<file path="config.mk">
export PLATFORM = sky130hd
export DESIGN_NAME = ssw_ctrl
export DESIGN_NICKNAME = d
export VERILOG_FILES = /design/src/design/ssw_pkg.sv /design/src/design/ssw_ctrl.sv
export SDC_FILE = /design/constraint.sdc
export NUM_CORES = 1
export LEC_CHECK = 0
export BUFFER_PORTS_ARGS = -buffer_cell sky130_fd_sc_hd__buf_2
export CAP_MARGIN = 20
export CORE_AREA = 2 2 39 41
export CTS_CLUSTER_SIZE = 25
export DETAILED_ROUTE_END_ITERATION = 10
export DIE_AREA = 0 0 41 43
export GPL_ROUTABILITY_DRIVEN = 0
export PLACE_DENSITY = 0.61
export SKIP_CTS_REPAIR_TIMING = 1
export SYNTH_ARGS = -nofsm -noshare
export SYNTH_HDL_FRONTEND = slang
export SYNTH_SLANG_ARGS = --single-unit
</file>
<file path="constraint.sdc">
create_clock -name i_clk -period 1.2 [get_ports i_clk]
set_clock_uncertainty 0.1 [all_clocks]
set_input_delay 0.18 -clock i_clk [delete_from_list [all_inputs] [get_ports i_clk]]
set_output_delay 0.18 -clock i_clk [all_outputs]
set_load 0.05 [all_outputs]
</file>
<file path="src/design/ssw_pkg.sv">
// Constants for the select, write and sleep front end of the SRAM bus.
// Assumes a single rising-edge clock and active-low asynchronous reset.
package ssw_pkg;

	localparam int SSW_LANES_DEF = 4;
	localparam logic SSW_RST_DRIVE = 1'b0;
	localparam logic SSW_RST_SEL = 1'b0;
	localparam logic SSW_RST_OE_B = 1'b1;

endpackage

</file>
<file path="src/design/ssw_ctrl.sv">
// Chip-select decode, full-width write detect, data bus drive and sleep.
// Assumes the bus master meets setup and hold around each rising edge.
//
// What this block does
// - Selected only when selects read low-high-low.
// - Full write on global write, or on all lanes with the lane write gate low.
// - Bus stays high-Z after write until read.
// - Data lines high-Z on leaving sleep.
`timescale 1ns/10ps

module ssw_ctrl
	import ssw_pkg::*;
#(
	parameter int LANES = SSW_LANES_DEF
)
(
	input  wire logic             i_clk,
	input  wire logic             i_rst_b,
	input  wire logic             i_primary_chip_select_n,
	input  wire logic             i_expansion_select_high,
	input  wire logic             i_expansion_select_low_n,
	input  wire logic             i_all_lanes_write_n,
	input  wire logic             i_lane_write_gate_n,
	input  wire logic [LANES-1:0] i_lane_write_select_n,
	input  wire logic             i_processor_addr_strobe_n,
	input  wire logic             i_controller_addr_strobe_n,
	input  wire logic             i_output_enable_n,
	input  wire logic             i_sleep_request,
	output logic                  o_selected,
	output logic                  o_full_write,
	output logic                  o_read_start,
	output logic                  o_data_oe_b,
	output logic                  o_sleeping
);

	if (LANES < 1)
	begin : g_lanes_chk
		$error("LANES must be at least one");
	end

	typedef struct packed {
		logic [1:0] oe_sync;
		logic [1:0] zz_sync;
		logic       selected;
		logic       full_write;
		logic       read_start;
		logic       drive;
		logic       data_oe_b;
		logic       sleeping;
	} ssw_state_t;

	ssw_state_t st_r;
	ssw_state_t st_nxt;

	function automatic logic ssw_sel(input logic c1n, input logic c2,
		input logic c3n);
		ssw_sel = !c1n && c2 && !c3n;
	endfunction

	logic sel_now;
	logic strobe_now;
	logic wr_now;
	logic sleep_s;
	logic oe_s;

	always_comb
	begin
		st_nxt = st_r;
		sel_now = ssw_sel(i_primary_chip_select_n, i_expansion_select_high,
			i_expansion_select_low_n);
		strobe_now = !i_processor_addr_strobe_n ||
			!i_controller_addr_strobe_n;
		wr_now = sel_now && (!i_all_lanes_write_n ||
			(!i_lane_write_gate_n && (i_lane_write_select_n == '0)));
		st_nxt.oe_sync = {st_r.oe_sync[0], !i_output_enable_n};
		st_nxt.zz_sync = {st_r.zz_sync[0], i_sleep_request};
		sleep_s = st_r.zz_sync[1];
		oe_s = st_r.oe_sync[1];
		st_nxt.sleeping = sleep_s;
		st_nxt.selected = sel_now && !sleep_s;
		st_nxt.full_write = wr_now && !sleep_s;
		// no read start in the sleep exit cycle.
		st_nxt.read_start = sel_now && strobe_now && !wr_now && !sleep_s &&
			!st_r.sleeping;
		if (sleep_s || st_r.sleeping)
		begin
			st_nxt.drive = 1'b0;
		end
		else if (wr_now)
		begin
			st_nxt.drive = 1'b0;
		end
		else if (sel_now && strobe_now)
		begin
			st_nxt.drive = 1'b1;
		end
		else if (strobe_now)
		begin
			st_nxt.drive = 1'b0;
		end
		st_nxt.data_oe_b = !(st_nxt.drive && oe_s && !sleep_s);
	end

	always_ff @(posedge i_clk or negedge i_rst_b)
	begin
		if (!i_rst_b)
		begin
			st_r <= '0;
			st_r.data_oe_b <= SSW_RST_OE_B;
			st_r.drive <= SSW_RST_DRIVE;
			st_r.selected <= SSW_RST_SEL;
		end
		else
			st_r <= st_nxt;
	end

	assign o_selected = st_r.selected;
	assign o_full_write = st_r.full_write;
	assign o_read_start = st_r.read_start;
	assign o_data_oe_b = st_r.data_oe_b;
	assign o_sleeping = st_r.sleeping;
endmodule

</file>
# Yosys cells after proc, flatten, opt, wreduce, memory -nomap -nowiden
# Index checks and enable logic that the tools add are counted.
# totals
reg_bits	10
inputBits	15
out_inout_bits	5
word_cells	39
# classes
muxes	4
n_reduce_logical	27
# ops
operator	count
$logic_and A1 B1 Y1	12
$logic_not A1 Y1	11
$logic_not A4 Y1	1
$mux W1	4
$logic_or A1 B1 Y1	3

# Logic depth before layout (Yosys ltp)
# logic_depth
ltp_word	10
depth_mapped	3
mapped_depth_nobuf	3

# Least setup slack after synthesis
# OpenSTA, ideal clock, no wires.
# synth_timing
path_type	register to register
startpoint	register st_r (netlist bit o_sleeping)
endpoint	register st_r (netlist bit o_data_oe_b)
setup_ps	82
t_arrival_ps	1198
required_ps	1018
slack_ps	-179
path_stages_with_launch	4
path_buffers	0
period_less_slack_ps	1379
path_cell_list	dfrtp_1 -> nand4b_1 -> a2bb2oi_1 -> a211o_1
# synth_lines
item	line_no	source
from (decl)	ssw_ctrl.sv:52	ssw_state_t st_r;
from (signal assigned)	ssw_ctrl.sv:114	st_r <= st_nxt;

# Final worst setup path
# layout_timing
startpoint	register st_r (netlist bit o_data_oe_b)
endpoint	output port o_data_oe_b
# layout_lines
item	line_no	source
to (decl)	ssw_ctrl.sv:32	output logic o_data_oe_b,
# No word-level cell between the ends.

==> summary.md <==
| Metric | Value |
|---|---|
| Mapped Nets | `39` |
| Sequential share of the synthesized area | `68.37%` |
| Core outline area | `0.001384 mm2` |
| CTS tree | `built` |
| Maximum clock rate | `817.5 MHz` |
| HP Start | `i_all_lanes_write_n` |
| Area growth syn-to-layout | `57.14%` |
| Skew-Pair Late Insertion Delay | `0.26 ns` |
| DR vias/cell | `4.221` |
| Worst setup SP type | `register` |
| CTS H-Tree Depth | `1` |
| Vias | `287` |
| Unrepaired setup endpoints after global routing | `yes` |
| Placed Instances | `61` |
| Synth area leaders | `dfrtp_1, dfstp_2, nor4b_4, o21ai_4, or4_4` |
| Largest stage delay on the critical path | `0.54 ns` |
| Kind of critical path | `register to output pin` |
| CP max-delay cell | `dfstp_2` |
| Die Wd | `41 um` |
| Synth Instances | `24` |
| Grt total ovfl | `0` |
| Initial antenna violation count | `0` |
| Clock-pin slew on the worst setup and hold paths | `0.07 ns` |
| Cell taking the most area after synthesis | `dfrtp_1` |
| Unique masters post-synth | `14` |
| Post-synthesis register bit count | `10` |
| Number of fill cells | `140` |
| Nets | `68` |
| Worst-case vdd ir drop | `0.8486 mV` |
| Die area | `0.001763 mm2` |
| EDFF count, synth | `0` |
| Worst path cell trace | `buf_8` |
| GRT Total Usage | `8.020%` |
| Ant diodes | `0` |
| Clk buf depth | `2` |
| Period utilization | `101.9%` |
| Tmin final | `1.223 ns` |
| Min-delay worst type | `input port to register` |
| Global-route wire length before repair | `897 um` |
| R2r endpoint | `o_data_oe_b$_DFF_PN1_` |
| Fin area | `578.1 um2` |
| WHS Endpoint | `o_read_start$_DFF_PN0_` |
| DR DRC count | `0` |
| Die height | `43 um` |
| Headroom to the max-slew limit | `81.26%` |
| Rows | `14` |
| Largest net degree at the start of global routing | `11` |
| CTS sink count | `10` |
| Synthesized cell area | `367.9 um2` |
| CP Max Fanout | `1` |
| Non-Filler Instances | `68` |
| YS warnings | `0` |
| WL/cell | `10.19 um` |
| Outcome | `finished with violations` |
| Worst path bufs/invs | `1` |
| DRT iter0 DRCs | `3` |
| Failing checks | `setup timing` |
| Worst Path Required | `0.92 ns` |
| Slew Viols, Final | `0` |
| Synth Flop Type | `dfrtp_1` |
| Commonest cells in the netlist | `dfrtp_1, a21oi_1, inv_1` |
| Kind of end point of the critical path | `output pin` |
| WHS Path Cells | `3` |
| Final Hold Viols | `0` |
| Async SR Flop Fraction | `100.0%` |
| Layout cells sized above 1 | `57.69%` |
| Placed inst area | `499.2 um2` |
| Reg2reg path depth | `3` |
| I/O pins | `20` |
| Finish-stage setup viols | `1` |
| Worst Tran Pin Value | `0.2805 ns` |
| Total Wirelength | `693 um` |
| FF-to-FF Start | `sleep_s$_DFF_PN0_` |
| PwrDens | `1259 mW/mm2` |
| Most numerous cell in the Yosys netlist | `dfrtp_1` |
| Worst Path Arrival | `0.94 ns` |
| Post-route antenna net violation count | `0` |
| Initial Utilization | `26.58%` |
| Static Leak | `0.0002912 uW` |
| Worst path top cell family by delay | `flip-flops` |
| Root Buffer | `clkbuf_4` |
| Worst Slack Setup Final | `-0.02320 ns` |
| DRT Pass-1 Iters | `2` |
| Max-cap violations | `0` |
| Area share of the largest cell type after synthesis | `61.22%` |
| Vias in the first global route | `251` |
| CTS Buf Count | `3` |
| Reg-to-reg slack, setup | `0.03 ns` |
| Avg Inst Size Synth | `15.33 um2` |
| Fin Setup TNS | `-0.02320 ns` |
| Port-buffer cells | `19` |
==> worst register-to-register path, delay by kind of cell, from the launching register on <==
kind | cells | cell delay, ns
simple gates | 1 | 0.23
compound gates | 2 | 0.37
flops | 1 | 0.40
==> through the flow <==
step | total power, uW | hold slack [ns] | setup WS (ns) | utilization, %
CTS | 736.3 | -0.3400 | -0.1221 | 38.70
finish | 727.9 | 0.07382 | -0.02320 | 41.77
global placement | 429.9 | -0.05711 | -0.08206 | 36.08
global route | 765.9 | 0.06188 | -0.05898 | 41.77
detailed placement | 432.3 | -0.05149 | -0.1013 | 36.08
floorplan | 388.4 | -0.2156 | -0.04368 | -
==> state kept, by name, indices dropped and copies added (netlist names) <==
register,cells
st_nxt,2
o_data_oe_b,1
o_full_write,1
o_read_start,1
o_selected,1
o_sleeping,1
oe_s,1
sleep_s,1
st_r,1
==> how the worst max path moves through the flow <==
stage | from | to | slack [ns] | cells after the start
final | o_data_oe_b$_DFF_PN1_ | o_data_oe_b | -0.02 | 1
after floorplan | o_sleeping$_DFF_PN0_ | o_data_oe_b$_DFF_PN1_ | -0.04 | 3
after global routing | o_data_oe_b$_DFF_PN1_ | o_data_oe_b | -0.06 | 1
after detailed placement | i_lane_write_select_n[0] | st_r[2]$_DFF_PN0_ | -0.10 | 4
after CTS | o_data_oe_b$_DFF_PN1_ | o_data_oe_b | -0.12 | 1
after global placement | i_lane_write_select_n[0] | st_r[2]$_DFF_PN0_ | -0.08 | 4
==> cells by family after synthesis <==
family,after synthesis,synth area share [%]
compound gates,5,11.91
buf+inv,2,2.042
simple gates,7,17.69
flops,10,68.37
==> layer usage <==
layer  track usage [%]  routed length (um)
met1             8.000                 259
met2             12.50                 364
met3             7.853                  70
met4                 0                   0
met5                 0                   0
==> layout by cell type, fill, tap and decap left out <==
cell type / n
buf_8: 1
nand2_1: 1
nor2_1: 1
a211o_1: 1
nor4b_4: 1
dlygate4sd3_1: 3
dfrtp_2: 1
dfrtp_1: 8
buf_2: 17
nand4b_1: 1
inv_1: 2
dfstp_2: 1
buf_4: 2
clkbuf_4: 4
nor3b_1: 1
a2bb2oi_1: 1
o21ai_4: 1
or4_4: 1
a21oi_1: 2
clkbuf_8: 1
and2_1: 1
==> layout make-up <==
class                           instances  area, um2  share of cell area (%)
Multi-Input combinational cell         12      108.9                   18.83
Inverter                                2      7.507                   1.299
Clock buffer                            4      36.28                   6.277
Tap cell                               16      20.02                   3.463
Timing Repair Buffer                   24      152.6                   26.41
Sequential cell                        10      252.7                   43.72
==> where the power goes <==
group	total [uW]	switching, uW	internal (uW)
Sequential	353	4.63	349
Combinational	80.7	41.2	39.5
Clock	294	110	184
Power figures use the tool's default switching activity.
